===== src/common/uhs_cfg.svh =====
`ifndef UHS_CFG_SVH
`define UHS_CFG_SVH
// ----------------------------------------
// Register offsets and bits
// ----------------------------------------
`define UHS_OFS_CTRL 8'h00
`define UHS_OFS_SCHED 8'h04
`define UHS_OFS_TOKEN 8'h08
`define UHS_OFS_STATUS 8'h0C
`define UHS_CTRL_START 0
`define UHS_CTRL_SEND 1
`define UHS_SCHED_RST 32'h0000_0001
`define UHS_TOKEN_RST 15'h0000
// ----------------------------------------
// Link word layout
// ----------------------------------------
`define UHS_LP_T 0
`define UHS_LP_Q 1
`define UHS_LP_DF 2
`define UHS_ELEM_OFS 32'h0000_0004
// ----------------------------------------
// Line coding and timing
// ----------------------------------------
`define UHS_CLK_PS 4000
`define UHS_BIT_PS 83333
`define UHS_BIT_CYC (`UHS_BIT_PS / `UHS_CLK_PS)
`define UHS_SYNC_RAW 8'h80
`define UHS_STUFF_RUN 3'h6
`define UHS_TOK_BITS 5'h1B
`define UHS_PID_BITS 5'h10
`endif


===== src/common/uhs_pkg.sv =====
package uhs_pkg;
  typedef enum logic [5:0] {
    SC_IDLE = 6'h01,
    SC_FTD = 6'h02,
    SC_EXEC = 6'h04,
    SC_FQH = 6'h08,
    SC_FQE = 6'h10,
    SC_WB = 6'h20
  } uhs_sched_t;

  typedef struct packed {
    logic req;
    logic we;
    logic [31:0] addr;
    logic [31:0] wdata;
  } uhs_mem_req_t;

  typedef struct packed {
    uhs_sched_t sc;
    logic [31:0] ptr;
    logic [31:0] head_ptr;
    logic [31:0] desc_link;
    logic [31:0] hlink;
    logic qctx;
    uhs_mem_req_t mem;
    logic exec_req;
    logic [31:0] sched_ptr;
    logic [14:0] tok;
    logic frame_done;
    logic [31:0] rdata;
    logic tx_act;
    logic [1:0] tx_eop;
    logic [26:0] tx_sh;
    logic [4:0] tx_left;
    logic [2:0] tx_ones;
    logic tx_line;
    logic [4:0] tx_cnt;
    logic tx_dp;
    logic tx_dm;
    logic tx_oe;
    logic rx_act;
    logic [4:0] rx_cnt;
    logic rx_lvl;
    logic [2:0] rx_ones;
    logic rx_sync;
    logic [2:0] rx_n;
    logic [7:0] rx_sh;
    logic rx_dead;
    logic rx_valid;
    logic rx_err;
    logic rx_stuff;
    logic [3:0] rx_pid;
  } uhs_state_t;
endpackage : uhs_pkg


===== src/core/uhs_top.sv =====
// Behaviour
// - Outside a queue, descriptor with next-is-queue 0 and terminate 0: run, then next descriptor.
// - Outside a queue, descriptor with terminate 1: run it, then the frame ends.
// - Breadth first: run element descriptor, write back, then horizontal link or frame end.
// - Depth first: after write back follow descriptor link to descriptor or queue.
// - Element terminate set: queue empty, take horizontal link or end frame.
// - Element pointing at a queue: follow vertical link into that queue head.
// - Head pointing at a queue: horizontal link leads to another queue head.
// - NRZI: a one keeps the line level, a zero toggles it.
// - After six ones a zero is stuffed before NRZI coding.
// - Stuffing runs from SYNC on; the SYNC's last one starts a run.
// - A due stuffed zero is sent even right before end of packet.
// - Each field goes out least significant bit first.
// - Each packet opens with the eight bit SYNC, KJKJKJKK on the line.
// - PID byte is the type in bits 0-3, its complement in bits 4-7.
// - Receiver drops a packet whose PID check fails or type is undefined.
// - OUT is 0001, IN is 1001, SOF is 0101.
// - SETUP is 1101, DATA0 is 0011, DATA1 is 1011.
// - ACK 0010, NAK 1010, STALL 1110, preamble 1100.
// - PID group comes from PID bits 1 and 0.
// - IN, SETUP and OUT carry a seven bit address, bit 0 first.
// - IN, SETUP and OUT carry a four bit endpoint after the address.
// - Queue advances by write back only on a successful completion.
// - On reaching a queue head it is held and queue state recorded.
//
// The address map and strobed register access are this design's own decisions.
`timescale 1ns/10ps
`default_nettype none
`include "uhs_cfg.svh"
module uhs_top (
  input wire logic clk,
  input wire logic rst,
  input wire logic [7:0] reg_addr,
  input wire logic [31:0] reg_wdata,
  input wire logic reg_wr,
  input wire logic reg_rd,
  output logic [31:0] reg_rdata,
  output var uhs_pkg::uhs_mem_req_t mem_out,
  input wire logic mem_ack,
  input wire logic [31:0] mem_rdata,
  output logic exec_req,
  output logic [31:0] exec_desc,
  input wire logic exec_done,
  input wire logic exec_ok,
  input wire logic dp_in,
  input wire logic dm_in,
  output logic dp_out,
  output logic dm_out,
  output logic dp_oe,
  output logic dm_oe
);
  // ----------------------------------------
  // Helpers
  // ----------------------------------------
  function automatic logic [31:0] ptr_of(input logic [31:0] link);
    ptr_of = {link[31:4], 4'h0};
  endfunction : ptr_of

  // Target by Q bit; queue state is set once the head is read
  function automatic uhs_pkg::uhs_state_t go_link(input uhs_pkg::uhs_state_t s,
                                                  input logic [31:0] link);
    go_link = s;
    go_link.ptr = ptr_of(link);
    go_link.qctx = 1'b0;
    go_link.sc = link[`UHS_LP_Q] ? uhs_pkg::SC_FQH : uhs_pkg::SC_FTD;
  endfunction : go_link

  function automatic uhs_pkg::uhs_state_t go_horiz(input uhs_pkg::uhs_state_t s);
    go_horiz = s;
    if (s.hlink[`UHS_LP_T]) begin
      go_horiz.sc = uhs_pkg::SC_IDLE;
      go_horiz.frame_done = 1'b1;
    end else begin
      go_horiz = go_link(s, s.hlink);
    end
  endfunction : go_horiz

  function automatic logic has_addr(input logic [3:0] t);
    has_addr = (t == 4'h1) || (t == 4'h9) || (t == 4'hD);
  endfunction : has_addr

  function automatic logic pid_defined(input logic [3:0] t);
    case (t)
      4'h1, 4'h9, 4'h5, 4'hD, 4'h3, 4'hB, 4'h2, 4'hA, 4'hE, 4'hC: pid_defined = 1'b1;
      default: pid_defined = 1'b0;
    endcase
  endfunction : pid_defined

  localparam logic [4:0] BIT_LAST = 5'(`UHS_BIT_CYC - 1);
  localparam logic [4:0] BIT_HALF = 5'(`UHS_BIT_CYC / 2);

  uhs_pkg::uhs_state_t s_r;
  uhs_pkg::uhs_state_t s_nxt;

  // ----------------------------------------
  // Next state
  // ----------------------------------------
  always_comb begin
    logic b;
    logic [7:0] pid;
    uhs_pkg::uhs_state_t n;
    b = 1'b0;
    pid = 8'h00;
    n = s_r;
    n.rdata = 32'h0000_0000;
    n.exec_req = 1'b0;
    n.mem.req = 1'b0;
    n.mem.we = 1'b0;

    // Register writes; clears come first so hardware sets below win
    if (reg_wr) begin
      if (reg_addr == `UHS_OFS_CTRL) begin
        if (reg_wdata[`UHS_CTRL_START] && s_r.sc == uhs_pkg::SC_IDLE) begin
          if (s_r.sched_ptr[`UHS_LP_T]) begin
            n.frame_done = 1'b1;
          end else begin
            n = go_link(n, s_r.sched_ptr);
          end
        end
        if (reg_wdata[`UHS_CTRL_SEND] && !s_r.tx_act) begin
          n.tx_act = 1'b1;
          n.tx_oe = 1'b1;
          n.tx_dp = 1'b1;
          n.tx_dm = 1'b0;
          n.tx_line = 1'b1;
          n.tx_cnt = 5'h00;
          n.tx_ones = 3'h0;
          n.tx_eop = 2'h0;
          n.tx_sh = {s_r.tok[14:11], s_r.tok[10:4], ~s_r.tok[3:0], s_r.tok[3:0],
                     `UHS_SYNC_RAW};
          n.tx_left = has_addr(s_r.tok[3:0]) ? `UHS_TOK_BITS : `UHS_PID_BITS;
        end
      end else if (reg_addr == `UHS_OFS_SCHED) begin
        n.sched_ptr = reg_wdata;
      end else if (reg_addr == `UHS_OFS_TOKEN) begin
        n.tok = reg_wdata[14:0];
      end else if (reg_addr == `UHS_OFS_STATUS) begin
        if (reg_wdata[1]) n.frame_done = 1'b0;
        if (reg_wdata[3]) n.rx_valid = 1'b0;
        if (reg_wdata[4]) n.rx_err = 1'b0;
        if (reg_wdata[5]) n.rx_stuff = 1'b0;
      end
    end
    if (reg_rd) begin
      if (reg_addr == `UHS_OFS_SCHED) begin
        n.rdata = s_r.sched_ptr;
      end else if (reg_addr == `UHS_OFS_TOKEN) begin
        n.rdata = {17'h00000, s_r.tok};
      end else if (reg_addr == `UHS_OFS_STATUS) begin
        n.rdata = {18'h00000, s_r.rx_pid[1:0], s_r.rx_pid, 1'b0, s_r.qctx,
                   s_r.rx_stuff, s_r.rx_err, s_r.rx_valid, s_r.tx_act,
                   s_r.frame_done, s_r.sc != uhs_pkg::SC_IDLE};
      end
    end

    // Schedule walk
    case (s_r.sc)
      uhs_pkg::SC_FTD: begin
        n.mem.addr = s_r.ptr;
        if (mem_ack) begin
          n.desc_link = mem_rdata;
          n.exec_req = 1'b1;
          n.sc = uhs_pkg::SC_EXEC;
        end else begin
          n.mem.req = 1'b1;
        end
      end
      uhs_pkg::SC_EXEC: begin
        if (exec_done) begin
          if (!s_r.qctx) begin
            if (s_r.desc_link[`UHS_LP_T]) begin
              n.sc = uhs_pkg::SC_IDLE;
              n.frame_done = 1'b1;
            end else begin
              n = go_link(n, s_r.desc_link);
            end
          end else if (exec_ok) begin
            n.sc = uhs_pkg::SC_WB;
          end else begin
            n = go_horiz(n);
          end
        end
      end
      uhs_pkg::SC_WB: begin
        n.mem.addr = s_r.head_ptr + `UHS_ELEM_OFS;
        n.mem.wdata = s_r.desc_link;
        n.mem.we = 1'b1;
        if (mem_ack) begin
          n.mem.we = 1'b0;
          if (s_r.desc_link[`UHS_LP_DF] && !s_r.desc_link[`UHS_LP_T]) begin
            // depth first; new element equals the descriptor link
            if (s_r.desc_link[`UHS_LP_Q]) begin
              n = go_link(n, s_r.desc_link);
            end else begin
              n.sc = uhs_pkg::SC_FQE;
            end
          end else begin
            n = go_horiz(n);
          end
        end else begin
          n.mem.req = 1'b1;
        end
      end
      uhs_pkg::SC_FQH: begin
        n.mem.addr = s_r.ptr;
        if (mem_ack) begin
          n.hlink = mem_rdata;
          n.head_ptr = s_r.ptr;
          n.qctx = 1'b1;
          n.sc = uhs_pkg::SC_FQE;
        end else begin
          n.mem.req = 1'b1;
        end
      end
      uhs_pkg::SC_FQE: begin
        n.mem.addr = s_r.head_ptr + `UHS_ELEM_OFS;
        if (mem_ack) begin
          if (mem_rdata[`UHS_LP_T]) begin
            n = go_horiz(n);
          end else if (mem_rdata[`UHS_LP_Q]) begin
            n = go_link(n, mem_rdata);
          end else begin
            n.ptr = ptr_of(mem_rdata);
            n.sc = uhs_pkg::SC_FTD;
          end
        end else begin
          n.mem.req = 1'b1;
        end
      end
      default: begin
      end
    endcase

    // Transmit serialiser, one line bit per bit period
    if (s_r.tx_act) begin
      if (s_r.tx_cnt != 5'h00) begin
        n.tx_cnt = s_r.tx_cnt - 5'h01;
      end else begin
        n.tx_cnt = BIT_LAST;
        if (s_r.tx_eop == 2'h1) begin
          n.tx_eop = 2'h2;
        end else if (s_r.tx_eop == 2'h2) begin
          n.tx_eop = 2'h3;
          n.tx_dp = 1'b1;
          n.tx_dm = 1'b0;
        end else if (s_r.tx_eop == 2'h3) begin
          n.tx_act = 1'b0;
          n.tx_oe = 1'b0;
          n.tx_dp = 1'b0;
          n.tx_eop = 2'h0;
        end else if (s_r.tx_ones == `UHS_STUFF_RUN) begin
          n.tx_line = ~s_r.tx_line;
          n.tx_ones = 3'h0;
          n.tx_dp = ~s_r.tx_line;
          n.tx_dm = s_r.tx_line;
        end else if (s_r.tx_left != 5'h00) begin
          b = s_r.tx_sh[0];
          n.tx_sh = {1'b0, s_r.tx_sh[26:1]};
          n.tx_left = s_r.tx_left - 5'h01;
          n.tx_line = b ? s_r.tx_line : ~s_r.tx_line;
          n.tx_ones = b ? s_r.tx_ones + 3'h1 : 3'h0;
          n.tx_dp = n.tx_line;
          n.tx_dm = ~n.tx_line;
        end else begin
          n.tx_eop = 2'h1;
          n.tx_dp = 1'b0;
          n.tx_dm = 1'b0;
        end
      end
    end

    // Receiver; samples mid-bit from the first K, no re-alignment on edges
    if (!s_r.rx_act) begin
      if (!s_r.tx_oe && !dp_in && dm_in) begin
        n.rx_act = 1'b1;
        n.rx_cnt = BIT_HALF;
        n.rx_lvl = 1'b1;
        n.rx_ones = 3'h0;
        n.rx_sync = 1'b0;
        n.rx_n = 3'h0;
        n.rx_dead = 1'b0;
      end
    end else if (s_r.rx_cnt != 5'h00) begin
      n.rx_cnt = s_r.rx_cnt - 5'h01;
    end else if (!dp_in && !dm_in) begin
      n.rx_act = 1'b0;
    end else begin
      n.rx_cnt = BIT_LAST;
      n.rx_lvl = dp_in;
      b = (dp_in == s_r.rx_lvl);
      if (s_r.rx_dead) begin
        n.rx_dead = 1'b1;
      end else if (s_r.rx_ones == `UHS_STUFF_RUN) begin
        // drop stuffed zero or flag the seventh one
        n.rx_ones = 3'h0;
        if (b) begin
          n.rx_stuff = 1'b1;
          n.rx_dead = 1'b1;
        end
      end else begin
        n.rx_ones = b ? s_r.rx_ones + 3'h1 : 3'h0;
        if (!s_r.rx_sync) begin
          n.rx_sync = b;
        end else begin
          pid = {b, s_r.rx_sh[7:1]};
          n.rx_sh = pid;
          n.rx_n = s_r.rx_n + 3'h1;
          if (s_r.rx_n == 3'h7) begin
            n.rx_dead = 1'b1;
            n.rx_pid = pid[3:0];
            if (pid[7:4] == ~pid[3:0] && pid_defined(pid[3:0])) begin
              n.rx_valid = 1'b1;
            end else begin
              n.rx_err = 1'b1;
            end
          end
        end
      end
    end
    s_nxt = n;
  end

  // ----------------------------------------
  // State register
  // ----------------------------------------
  always_ff @(posedge clk) begin
    if (rst) begin
      s_r <= '0;
      s_r.sc <= uhs_pkg::SC_IDLE;
      s_r.sched_ptr <= `UHS_SCHED_RST;
      s_r.tok <= `UHS_TOKEN_RST;
      s_r.tx_line <= 1'b1;
    end else begin
      s_r <= s_nxt;
    end
  end

  assign reg_rdata = s_r.rdata;
  assign mem_out = s_r.mem;
  assign exec_req = s_r.exec_req;
  assign exec_desc = s_r.ptr;
  assign dp_out = s_r.tx_dp;
  assign dm_out = s_r.tx_dm;
  assign dp_oe = s_r.tx_oe;
  assign dm_oe = s_r.tx_oe;
endmodule : uhs_top
`default_nettype wire


===== config.mk =====
export PLATFORM = sky130hd
export DESIGN_NAME = uhs_top
export DESIGN_NICKNAME = d
export VERILOG_FILES = /design/src/common/uhs_pkg.sv /design/src/core/uhs_top.sv
export VERILOG_INCLUDE_DIRS = /design/src /design/src/common
export SDC_FILE = /design/constraint.sdc
export NUM_CORES = 1
export LEC_CHECK = 0
export BUFFER_PORTS_ARGS = -buffer_cell sky130_fd_sc_hd__buf_2
export CAP_MARGIN = 10
export CELL_PAD_IN_SITES_DETAIL_PLACEMENT = 0
export CELL_PAD_IN_SITES_GLOBAL_PLACEMENT = 1
export CORE_ASPECT_RATIO = 1.4
export CORE_MARGIN = 4
export CORE_UTILIZATION = 45
export DETAILED_ROUTE_END_ITERATION = 8
export GPL_TIMING_DRIVEN = 0
export MAX_ROUTING_LAYER = met4
export PLACE_DENSITY_LB_ADDON = 0.1
export REMOVE_ABC_BUFFERS = 1
export SLEW_MARGIN = 20
export SYNTH_ARGS = -nofsm -noshare
export SYNTH_HDL_FRONTEND = slang
export SYNTH_SLANG_ARGS = --single-unit

===== constraint.sdc =====
create_clock -name clk -period 3.95 [get_ports clk]
set_input_delay 0.79 -clock clk [delete_from_list [all_inputs] [get_ports clk]]
set_output_delay 0.79 -clock clk [all_outputs]
set_load 0.005 [all_outputs]

# --- Word-level counts from Yosys, hierarchy flattened ---
# Memories as Yosys holds them, arrays and structs flattened. A register that Yosys moved wholly into a read port is not among the register bits.
# Cells that the tools add are included.
# W data, S select, Z words.
classes:
  mux: 137
  n_reduce_logical: 19
  div: 0
  order_cmp: 0
  mul: 0
  shifts: 0
  eq_ne: 21
  bitwise: 4
  addsub: 7
op_table:
  columns: ["cell", "n"]
  rows:
  - ["$mux W359", 5]
  - ["$mux W243", 4]
  - ["$mux W353", 2]
  - ["$pmux W157 S3", 1]
  - ["$mux W223", 2]
  - ["$pmux W32 S4", 3]
  - ["$mux W357", 1]
  - ["$mux W135", 2]
  - ["$mux W249", 1]
  - ["$mux W225", 1]
  - ["$mux W32", 7]
  - ["$mux W202", 1]
  - ["$pmux W32 S3", 2]
  - ["$mux W36", 5]
  - ["$pmux W33 S4", 1]
  - ["$mux W102", 1]
  - ["$mux W47", 2]
  - ["$mux W4", 12]
  - ["$mux W48", 1]
  - ["$mux W14", 3]
  - ["$mux W1", 40]
  - ["$mux W39", 1]
  - ["$mux W34", 1]
  - ["$mux W33", 1]
  - ["41 further kinds", 88]
totals:
  output_inout_bits: 135
  latchBits: 0
  rom_bits: 16
  elab_cells: 226
  ram_bits: 0
  n_memories: 1
  inputBits: 81
  register_bits: 359
memory_table:
  columns: ["memory", "words", "width", "read_ports", "rd_ports_with_merged_regs", "wr", "line_no", "text"]
  rows:
  - ["(no name shown)", 16, 1, 1, 1, 0, "uhs_top.sv:83", "case (t)"]

# --- Longest topological paths before layout ---
# Gate-level depths: netlist of run 1.
depth:
  word_depth: 24
  depth_mapped: 10
  depth_no_buf: 9

# --- Worst setup path after synthesis of run 1 ---
# No wires, ideal clock.
synth_path:
  path_type: "input to register"
  startpoint: "input port reg_addr[2]"
  endpoint: "register s_r (netlist bit exec_desc[4])"
  required_time_ns: 3.855
  slack_ns: 1.099
  setup_time_ns: 0.095
  stages: 8
  arrival_ns: 2.756
  path_buffers: 2
  cell_sequence: "buf_2 -> or3_1 -> or2_1 -> buf_6 -> mux2i_1 -> a211o_1 -> a221o_1 -> a221oi_1"
synth_via:
  elab_chain_cells: 8
  elab_cells_between_ends: 16
  classes_between: "mux (15); reduce/logical (1)"
synth_rtl:
  columns: ["item", "line_no", "text"]
  rows:
  - ["start: declaration", "uhs_top.sv:33", "input wire logic [7:0] reg_addr,"]
  - ["$logic_not A8 Y1 (no line) (*)", null, null]
  - ["$mux W202 (*)", "uhs_top.sv:112", "if (reg_addr == `UHS_OFS_CTRL) begin"]
  - ["$mux W359 (*)", "uhs_top.sv:111", "if (reg_wr) begin"]
  - ["$mux W243", "uhs_top.sv:70", "if (s.hlink[`UHS_LP_T]) begin"]
  - ["$mux W353", "uhs_top.sv:177", "end else if (exec_ok) begin"]
  - ["$mux W359", "uhs_top.sv:170", "if (!s_r.qctx) begin"]
  - ["$mux W359", "uhs_top.sv:169", "if (exec_done) begin"]
  - ["$pmux W32 S3 (*)", "uhs_top.sv:157", "case (s_r.sc)"]
  - ["end signal: assignment", "uhs_top.sv:334", "s_r <= s_nxt;"]
  - ["end: declaration", "uhs_top.sv:92", "uhs_pkg::uhs_state_t s_r;"]
# Every way passes the cells marked *; elsewhere a longest branch is shown, timed or not.
# A chain may end at the register's enable or synchronous reset.

# --- Worst setup path in the final report of run 1 ---
layout_path:
  startpoint: "input port mem_ack"
  endpoint: "register s_r (netlist bit exec_desc[18])"
layout_via:
  elab_chain_cells: 2
  elab_cells_between_ends: 3
  classes_between: "mux (3)"
layout_rtl:
  columns: ["item", "line_no", "text"]
  rows:
  - ["start: declaration", "uhs_top.sv:39", "input wire logic mem_ack,"]
  - ["$mux W135 (on tied branches)", "uhs_top.sv:217, uhs_top.sv:188", null]
  - ["$pmux W32 S3 (*)", "uhs_top.sv:157", null]
# Marked as above.

==> impl_metrics.py, run 1 <==
metrics = {
    "routing": {
        "drc": 0,
        "first_iter_violations": 1418,
        "antenna_violating_nets_post_route": 0,
        "dr.pass1.iters": 5,
        "routed_via_density": 5.80,
        "wire_per_inst_um": 20.5,
        "via_total_after_detailed_routing": 17400,
        "finalWirelength_um": 61500,
    },
    "logic_synthesis": {
        "synth_compound_area_share_pct": 24.1,
        "synth_top_family_by_area": "compound AO/OA/AOI/OAI gates",
        "number_of_flops_mapped_to_enable_cells_by_yosys": 0,
        "yosys_warn_count": 0,
        "syn_avg_cell_area_um2": 7.48,
        "synthFlopType": "sky130_fd_sc_hd__dfxtp_1",
        "async_flop_share_pct": 0,
        "postSynthCellCount": 2452,
        "yosysUniqueCellTypes": 75,
        "syn-cell-area_um2": 18300,
        "synth-xor-area-share_pct": 1.81,
        "seq_area_frac_synth_pct": 39.0,
        "ys_ff_latch": 357,
        "yosys.area_share.simple_pct": 22.0,
        "synth_fa_ha_area_share_pct": 0.682,
        "muxShareOfSynthArea_pct": 2.75,
    },
    "setup_path": {
        "cp-end-kind": "register",
        "critPathLaunchType": "input port",
        "critical_path_fanout_max": 27,
        "timing.critical_path.arrival_ns": 4.16,
        "crit_type": "input port to register",
        "cp.required_ns": 4.40,
    },
    "final_layout": {
        "drive_gt1_share_pct": 15.4,
        "syn_to_final_growth_pct": 11.8,
        "layout.cells.most_common_list": "534 x sky130_fd_sc_hd__nand2_1, 355 x sky130_fd_sc_hd__dfxtp_1, 333 x sky130_fd_sc_hd__a21oi_1",
        "layout_commonest_cell": "sky130_fd_sc_hd__nand2_1",
        "design.final.nets": 2517,
        "final_core_util_pct": 50.9,
    },
    "power": {
        "p_per_area_nw_per_um2": 384,
        "final_total_power_uw": 7870,
        "static-leakage-power_uw": 0.00740,
        "power.ir.vdd_worst_mv": 0.328,
    },
    "clock_tree": {
        "post_cts_resize_count": 0,
        "cts_tree": "done",
        "ctsRootBufferMaster": "sky130_fd_sc_hd__clkbuf_16",
        "cts_htree_levels": 2,
        "clock_sinks": 357,
        "clkTransAtPathRegs_ns": 0.06,
        "hold_buffers": 0,
        "clock_tree_buf_depth": 3,
        "post-cts-setup-buffer-count": 0,
        "worst_skew_pair.late_latency_ns": 0.55,
        "cts-buffers-inserted": 39,
    },
    "timing": {
        "period_share_pct": 93.8,
        "report.final.setup_viol": 0,
        "hold_viol_final": 0,
        "fin_skew_ns": 0.0164,
        "max_slew.worst_pin.slew_ns": 0.932,
        "maxSlewViolCount": 0,
        "slew-limit-headroom_pct": 37.4,
        "rsz0062_at_grt": "false",
        "timing.fmax_mhz": 270,
        "final.min_clock_period_ns": 3.71,
    },
    "placed_design": {
        "gp_routability_congestion": 0.907,
        "post_dp_hpwl_um": 40100,
        "port_buffers": 215,
    },
    "floorplan": {
        "die_height_um": 247,
        "row_count": 87,
        "die_area_um2": 44100,
        "die-width_um": 179,
        "coreArea_um2": 40300,
        "initial_core_util_pct": 45.5,
        "num_io_pins": 216,
    },
    "global_routing": {
        "groute.usage.overall_pct": 27.8,
        "grt_max_degree": 120,
        "grt-ovfl-total": 0,
        "grt_pass1_wl_um": 94000,
        "number_of_global_route_vias_before_repair": 16400,
        "grt_antenna_before_repair": 6,
    },
    "min_path": {
        "timing.hold.worst.class": "register to register",
    },
    "job": {
        "max-cap-violations": 0,
    },
    "outcome": {
        "status": "finished clean",
    },
}
## power breakdown
group          switching (uW)  internal [uW]
registers                14.2           3610
logic                     213           90.4
clock network            1550           2390
## final cells by class
class | count | area, um^2
repair buffers | 240 | 1640
diodes | 8 | 20.0
fillers | 4035 | 19800
flip-flops and latches | 357 | 7150
clock inverters | 17 | 219
clock buffers | 54 | 1160
inverters | 23 | 86.3
multi-input cells | 1765 | 9560
well taps | 534 | 668
## through the flow
| step | setup WS, ns | std cells | hold slack, ns | area [um^2] | TNS (ns) |
|---|---|---|---|---|---|
| floorplan | -1.28 | 2145 | 0.422 | 16600 | -35.03 |
| global placement | -5.10 | 2894 | 0.437 | 18400 | -777.07 |
| detailed placement | -0.125 | 2919 | 0.443 | 19100 | -0.330 |
| CTS | 0.386 | 2990 | 0.453 | 20500 | 0 |
| global route | 0.199 | 2996 | 0.468 | 20500 | 0 |
| finish | 0.244 | 2998 | 0.449 | 20500 | 0 |
## worst max-delay path, stage by stage
cell                       delay [ns]
sky130_fd_sc_hd__buf_2           0.40
sky130_fd_sc_hd__clkinv_1        0.56
sky130_fd_sc_hd__nor3_4          0.88
sky130_fd_sc_hd__nand2_2         0.66
sky130_fd_sc_hd__nand2_1         0.20
sky130_fd_sc_hd__o21ai_0         0.10
sky130_fd_sc_hd__a221o_1         0.30
sky130_fd_sc_hd__a221oi_1        0.23
## state kept, by name (all words and copies together), names as in the netlist, named ones only
name	count
dp_out	1
dm_oe	1
dm_out	1
mem_out	66
reg_rdata	32
exec_req	1
exec_desc	32
s_r	222
## metal layers
metal | share of wire, % | global-route usage [%] | up-vias
li1 | - | - | 8340
met1 | 41 | 33.5 | 8222
met2 | 48 | 45.7 | 670
met3 | 6.6 | 4.79 | 153
met4 | 4.6 | 12.2 | 0
met5 | 0 | - | -
## final timing paths
check	from	to	slack, ns	cells past startpoint
worst max-delay path	mem_ack	exec_desc[18]	0.24	8
worst min-delay path	s_r[49]	s_r[48]	0.45	2
worst max register to register	s_r[356]	exec_desc[18]	0.59	7
worst min register to register	s_r[49]	s_r[48]	0.45	2
## cells in the mapped netlist, types with 7 or more instances
master                       n  area share (%)
sky130_fd_sc_hd__o21ai_0   173             4.7
sky130_fd_sc_hd__clkbuf_1  147             3.0
sky130_fd_sc_hd__ha_1       10            0.68
sky130_fd_sc_hd__a211o_1     8            0.38
sky130_fd_sc_hd__nand2b_1    7            0.24
sky130_fd_sc_hd__nor3_1     47             1.3
sky130_fd_sc_hd__mux2_2     15            0.92
sky130_fd_sc_hd__mux2i_1    29             1.6
sky130_fd_sc_hd__nand2_1   543              11
sky130_fd_sc_hd__a22oi_1    15            0.61
sky130_fd_sc_hd__or3_1       7            0.24
sky130_fd_sc_hd__buf_2      16            0.44
sky130_fd_sc_hd__a311oi_1   46             2.2
sky130_fd_sc_hd__a221oi_1   13            0.62
sky130_fd_sc_hd__and3_1      9            0.31
sky130_fd_sc_hd__a31oi_1     7            0.24
sky130_fd_sc_hd__a21o_1     22            0.90
sky130_fd_sc_hd__nor2_1    191             3.9
sky130_fd_sc_hd__xor2_1     19            0.91
sky130_fd_sc_hd__inv_1      22            0.45
sky130_fd_sc_hd__and2_1     32             1.1
sky130_fd_sc_hd__a21oi_1   334             9.1
sky130_fd_sc_hd__a211oi_1   41             1.7
sky130_fd_sc_hd__nor2b_1    12            0.41
sky130_fd_sc_hd__a221o_1     7            0.38
sky130_fd_sc_hd__dfxtp_1   357              39
sky130_fd_sc_hd__o31ai_1    31             1.3
sky130_fd_sc_hd__nand3_1    34            0.93
sky130_fd_sc_hd__xnor2_1    19            0.91
sky130_fd_sc_hd__buf_4     135             5.5
## logic make-up (layout without fill, tap and decap cells)
family / count (synthesis) / after routing
fa+ha+maj: 10 / 10
compound gates: 740 / 740
other cells: 0 / 8
simple gates: 931 / 931
mux: 46 / 46
xor+xnor: 38 / 38
buf+inv: 330 / 334
flops: 357 / 357
Power figures use the tool's default switching activity.
==> run 2, diff against run 1 <==
--- a/config.mk
+++ b/config.mk
@@ -7,11 +7,10 @@
 export NUM_CORES = 1
 export LEC_CHECK = 0
 export BUFFER_PORTS_ARGS = -buffer_cell sky130_fd_sc_hd__buf_2
-export CAP_MARGIN = 10
 export CELL_PAD_IN_SITES_DETAIL_PLACEMENT = 0
 export CELL_PAD_IN_SITES_GLOBAL_PLACEMENT = 1
 export CORE_ASPECT_RATIO = 1.4
-export CORE_MARGIN = 4
+export CORE_MARGIN = 2
 export CORE_UTILIZATION = 45
 export DETAILED_ROUTE_END_ITERATION = 8
 export GPL_TIMING_DRIVEN = 0
==> run 2 against run 1 <==
  * Clock skew increased by 0.0081 ns
  * Critical path depth down 2
  * Die area is 3.8% lower
  * Flip-flop and latch count did not move
  * Sequential share of layout area is 0.051 points higher
  * Global-route usage up 0.86 points
  * Sequential power about the same
  * Critical endpoint is now exec_desc[12]
  * Cell count is essentially flat
  * Hold slack hardly changed
  * Count of clock-buffer cells in the layout grew 4
  * Cell area decreased by 0.15%
  * Critical path type is now register to register
  * Largest cell class unchanged
==> impl_metrics.py, run 2 (synthesized netlist as in run 1, its figures left out) <==
metrics = {
    "final_layout": {
        "drive_gt1_share_pct": 15.2,
        "num-fill-cells": 4005,
        "layout_commonest_cell": "sky130_fd_sc_hd__nand2_1",
        "layout.area.seq_um2": 7150,
        "design.final.nets": 2519,
        "syn_to_final_growth_pct": 11.6,
        "layout.cells.most_common_list": "536 x sky130_fd_sc_hd__nand2_1, 355 x sky130_fd_sc_hd__dfxtp_1, 333 x sky130_fd_sc_hd__a21oi_1",
        "largest_register_ff_count": 222,
        "final_core_util_pct": 50.8,
        "multiInputGateArea_um2": 9550,
        "regMostFlops": "s_r",
        "postLayoutCellArea_um2": 20500,
    },
    "floorplan": {
        "die_height_um": 243,
        "num_io_pins": 216,
        "row_count": 87,
        "coreArea_um2": 40300,
        "die_area_um2": 42400,
        "initial_core_util_pct": 45.5,
        "die-width_um": 175,
    },
    "placed_design": {
        "post_dp_hpwl_um": 39400,
        "postPlaceCellArea_um2": 19200,
        "port_buffers": 215,
        "gp_routability_congestion": 0.882,
        "place_ws_ns": 0.0556,
    },
    "timing": {
        "final.min_clock_period_ns": 3.60,
        "slew-limit-headroom_pct": 23.4,
        "max_slew.worst_pin.slew_ns": 1.15,
        "hold_viol_final": 0,
        "rsz0062_at_grt": "false",
        "period_share_pct": 91.1,
        "final.setup.tns_ns": 0,
        "final_critical_path_setup_slack_ns": 0.351,
        "report.final.setup_viol": 0,
        "timing.fmax_mhz": 278,
        "maxSlewViolCount": 0,
        "fin_skew_ns": 0.0245,
    },
    "global_routing": {
        "groute.usage.overall_pct": 28.7,
        "grt-ovfl-total": 0,
        "grt_pass1_wl_um": 93700,
        "grt_max_degree": 117,
        "number_of_global_route_vias_before_repair": 16500,
        "grt_antenna_before_repair": 5,
    },
    "power": {
        "switching_power_uw": 1740,
        "combinationalPowerShare_pct": 4.0,
        "power.share.sequential_pct": 47.1,
        "clock_power_share_pct": 48.9,
        "p_int_uw": 5950,
        "swShare_pct": 22.7,
        "static-leakage-power_uw": 0.00739,
        "p_per_area_nw_per_um2": 376,
        "power.ir.vdd_worst_mv": 0.387,
        "final_total_power_uw": 7690,
    },
    "routing": {
        "finalWirelength_um": 60600,
        "wire_per_inst_um": 20.2,
        "dr.pass1.iters": 5,
        "antenna_violating_nets_post_route": 0,
        "drc": 0,
        "first_iter_violations": 1468,
        "via_total_after_detailed_routing": 17400,
        "routed_via_density": 5.80,
    },
    "setup_path": {
        "timing.critical_path.arrival_ns": 4.03,
        "crit_type": "register to register",
        "cp.required_ns": 4.38,
        "critPathLaunchType": "register",
        "cp-end-kind": "register",
        "critical_path_fanout_max": 24,
    },
    "job": {
        "max-cap-violations": 0,
    },
    "min_path": {
        "timing.hold.worst.class": "register to register",
    },
    "clock_tree": {
        "clock_sinks": 357,
        "cts_tree": "done",
        "cts-buffers-inserted": 39,
        "worst_skew_pair.late_latency_ns": 0.54,
        "cts_htree_levels": 2,
        "ctsRootBufferMaster": "sky130_fd_sc_hd__clkbuf_16",
        "post-cts-setup-buffer-count": 0,
        "hold_buffers": 0,
        "clock_tree_buf_depth": 3,
        "clkTransAtPathRegs_ns": 0.07,
        "post_cts_resize_count": 0,
    },
    "outcome": {
        "status": "finished clean",
    },
}
-- run 2: per-layer routing --
layer	vias to the layer above	part of all wire (%)	GRT usage (%)
met2	628	47	46.5
met4	0	5.0	14.2
met5	-	0	-
met3	155	6.3	4.21
li1	8341	-	-
met1	8261	41	34.8
-- run 2: final timing paths --
check              start            end  slack (ns)  cells past startpoint
max             s_r[357]  exec_desc[12]        0.35                      6
max reg2reg     s_r[357]  exec_desc[12]        0.35                      6
min          mem_out[12]    mem_out[12]        0.45                      2
min reg2reg  mem_out[12]    mem_out[12]        0.45                      2
-- run 2: area by class of cell --
class / count / area share (%)
Sequential cell: 357 / 34.9
Clock buffer: 58 / 5.71
Timing Repair Buffer: 242 / 8.30
Multi-Input combinational cell: 1765 / 46.6
Tap cell: 534 / 3.26
Clock inverter: 12 / 0.684
Inverter: 23 / 0.422
Antenna cell: 5 / 0.0611
-- run 2: power groups by stage --
stage               Clock [uW]  Sequential (uW)  Combinational, uW
detailed placement           0             3710                300
finish                    3760             3630                305
floorplan                    0             3700                110
global route              3980             3620                331
CTS                       3850             3630                302
global placement             0             3710                283
-- run 2: critical path, stage by stage (launching register included) --
cell                      delay, ns
sky130_fd_sc_hd__dfxtp_1       0.40
sky130_fd_sc_hd__nor4_1        0.55
sky130_fd_sc_hd__nand3_1       0.65
sky130_fd_sc_hd__nand2_1       1.06
sky130_fd_sc_hd__o21ai_0       0.24
sky130_fd_sc_hd__o31a_1        0.35
sky130_fd_sc_hd__a31o_2        0.21
-- run 2: metrics by stage --
step | hold WS [ns] | cells
after CTS | 0.451 | 2991
after detailed placement | 0.444 | 2921
after floorplan | 0.422 | 2145
after global placement | 0.437 | 2894
final | 0.449 | 2996
after global routing | 0.467 | 2996
==> run 3, diff against run 2 <==
--- a/config.mk
+++ b/config.mk
@@ -17,6 +17,7 @@
 export MAX_ROUTING_LAYER = met4
 export PLACE_DENSITY_LB_ADDON = 0.1
 export REMOVE_ABC_BUFFERS = 1
+export SETUP_SLACK_MARGIN = 0.5
 export SLEW_MARGIN = 20
 export SYNTH_ARGS = -nofsm -noshare
 export SYNTH_HDL_FRONTEND = slang
==> run 3 against run 2 <==
  * Cell area up 0.13%
  * Count of clock-buffer cells in the layout unchanged
  * Maximum frequency up 6.1%
  * Clock skew down 0.0014 ns
  * Cell count about the same
  * Hold slack about the same
  * Power up 0.13%
  * First-iteration DRC count down 2.0%
  * Clock power about the same
  * Wire length about the same
  * Worst setup slack better by 0.21 ns
==> impl_metrics.py, run 3 (synthesized netlist as in run 1, its figures left out) <==
metrics = {
    "global_routing": {
        "grt-ovfl-total": 0,
        "grt_antenna_before_repair": 5,
        "grt_pass1_wl_um": 93700,
        "groute.usage.overall_pct": 28.7,
        "number_of_global_route_vias_before_repair": 16500,
        "grt_max_degree": 117,
    },
    "timing": {
        "timing.fmax_mhz": 295,
        "fin_skew_ns": 0.0231,
        "period_share_pct": 85.9,
        "report.final.setup_viol": 0,
        "slew-limit-headroom_pct": 23.9,
        "maxSlewViolCount": 0,
        "final.min_clock_period_ns": 3.39,
        "max_slew.worst_pin.slew_ns": 1.14,
        "hold_viol_final": 0,
        "rsz0062_at_grt": "true",
    },
    "setup_path": {
        "crit_type": "input port to register",
        "critical_path_fanout_max": 27,
        "critPathLaunchType": "input port",
        "rrSetupSlack_ns": 0.67,
        "cp.required_ns": 4.39,
        "cp-end-kind": "register",
        "timing.critical_path.arrival_ns": 3.83,
    },
    "final_layout": {
        "layout_commonest_cell": "sky130_fd_sc_hd__nand2_1",
        "design.final.nets": 2521,
        "layout.cells.most_common_list": "535 x sky130_fd_sc_hd__nand2_1, 355 x sky130_fd_sc_hd__dfxtp_1, 333 x sky130_fd_sc_hd__a21oi_1",
        "syn_to_final_growth_pct": 11.8,
        "regMostFlops": "s_r",
        "largest_register_ff_count": 222,
        "drive_gt1_share_pct": 15.4,
        "postLayoutCellArea_um2": 20500,
        "final_cells": 2998,
    },
    "floorplan": {
        "die_height_um": 243,
        "row_count": 87,
        "initial_core_util_pct": 45.5,
        "die_area_um2": 42400,
        "coreArea_um2": 40300,
        "num_io_pins": 216,
        "die-width_um": 175,
    },
    "routing": {
        "routed_via_density": 5.80,
        "wire_per_inst_um": 20.2,
        "first_iter_violations": 1439,
        "finalWirelength_um": 60600,
        "dr.pass1.iters": 6,
        "antenna_violating_nets_post_route": 0,
        "drc": 0,
        "via_total_after_detailed_routing": 17400,
    },
    "outcome": {
        "status": "finished clean",
    },
    "clock_tree": {
        "clkTransAtPathRegs_ns": 0.06,
        "clock_sinks": 357,
        "cts-buffers-inserted": 39,
        "ctsRootBufferMaster": "sky130_fd_sc_hd__clkbuf_16",
        "clock_tree_buf_depth": 3,
        "worst_skew_pair.late_latency_ns": 0.54,
        "cts_htree_levels": 2,
        "hold_buffers": 0,
        "cts_tree": "done",
    },
    "placed_design": {
        "gp_routability_congestion": 0.882,
        "postPlaceCellArea_um2": 19200,
        "port_buffers": 215,
        "placedCellCount": 2921,
        "post_dp_hpwl_um": 39400,
    },
    "power": {
        "power.ir.vdd_worst_mv": 0.388,
        "static-leakage-power_uw": 0.00740,
        "p_per_area_nw_per_um2": 376,
    },
    "job": {
        "max-cap-violations": 0,
    },
    "min_path": {
        "timing.hold.worst.class": "register to register",
    },
}
run 3: worst paths after layout:
path | startpoint | to | cells after the start
worst max-delay path | mem_ack | exec_desc[19] | 9
worst min-delay path | mem_out[12] | mem_out[12] | 2
worst max register to register | s_r[357] | exec_desc[12] | 6
worst min register to register | mem_out[12] | mem_out[12] | 2
run 3: final cells by class:
cell class / instances / area [um^2]
fillers: 4002 / 19800
clock inverters: 12 / 140
flip-flops and latches: 357 / 7150
multi-input cells: 1765 / 9560
diodes: 5 / 12.5
well taps: 534 / 668
repair buffers: 244 / 1710
clock buffers: 58 / 1170
inverters: 23 / 90.1
run 3: timing repair:
| action | in CTS | in global routing |
|---|---|---|
| setup endpoints to repair | 5 | 7 |
| resized for setup | 1 | 2 |
| setup buffers | 0 | 2 |
run 3: power breakdown:
group	switching, uW	internal [uW]	leakage [uW]	total [uW]
Sequential	14.0	3610	0.00288	3630
Clock	1520	2250	0.000643	3770
Combinational	216	90.2	0.00388	306
Total	1750	5950	0.00740	7700
run 3: per-stage QoR:
step	setup TNS [ns]	setup slack (ns)	hold slack (ns)	utilization [%]	total power (uW)
floorplan	-35.03	-1.28	0.422	-	3810
global placement	-802.34	-5.28	0.437	45.7	3990
detailed placement	0	0.0556	0.444	47.5	4010
CTS	0	0.547	0.451	50.8	7780
global route	0	0.462	0.467	50.9	7940
finish	0	0.559	0.449	50.9	7700
run 3: metal layers:
metal  part of all wire [%]  global-route usage [%]  vias to the layer above  routed length [um]
li1                       -                       -                     8337                   -
met1                     41                    34.8                     8266               25100
met2                     47                    46.5                      635               28700
met3                    6.3                    4.21                      156                3810
met4                    5.1                    14.2                        0                3070
met5                      0                       -                        -                   0
run 3: critical path: stages:
cell	delay (ns)
sky130_fd_sc_hd__buf_2	0.41
sky130_fd_sc_hd__clkinvlp_4	0.46
sky130_fd_sc_hd__nor3_4	0.60
sky130_fd_sc_hd__buf_8	0.23
sky130_fd_sc_hd__nand2_2	0.47
sky130_fd_sc_hd__nand2_1	0.18
sky130_fd_sc_hd__o21ai_0	0.11
sky130_fd_sc_hd__a221o_1	0.30
sky130_fd_sc_hd__a221oi_1	0.24
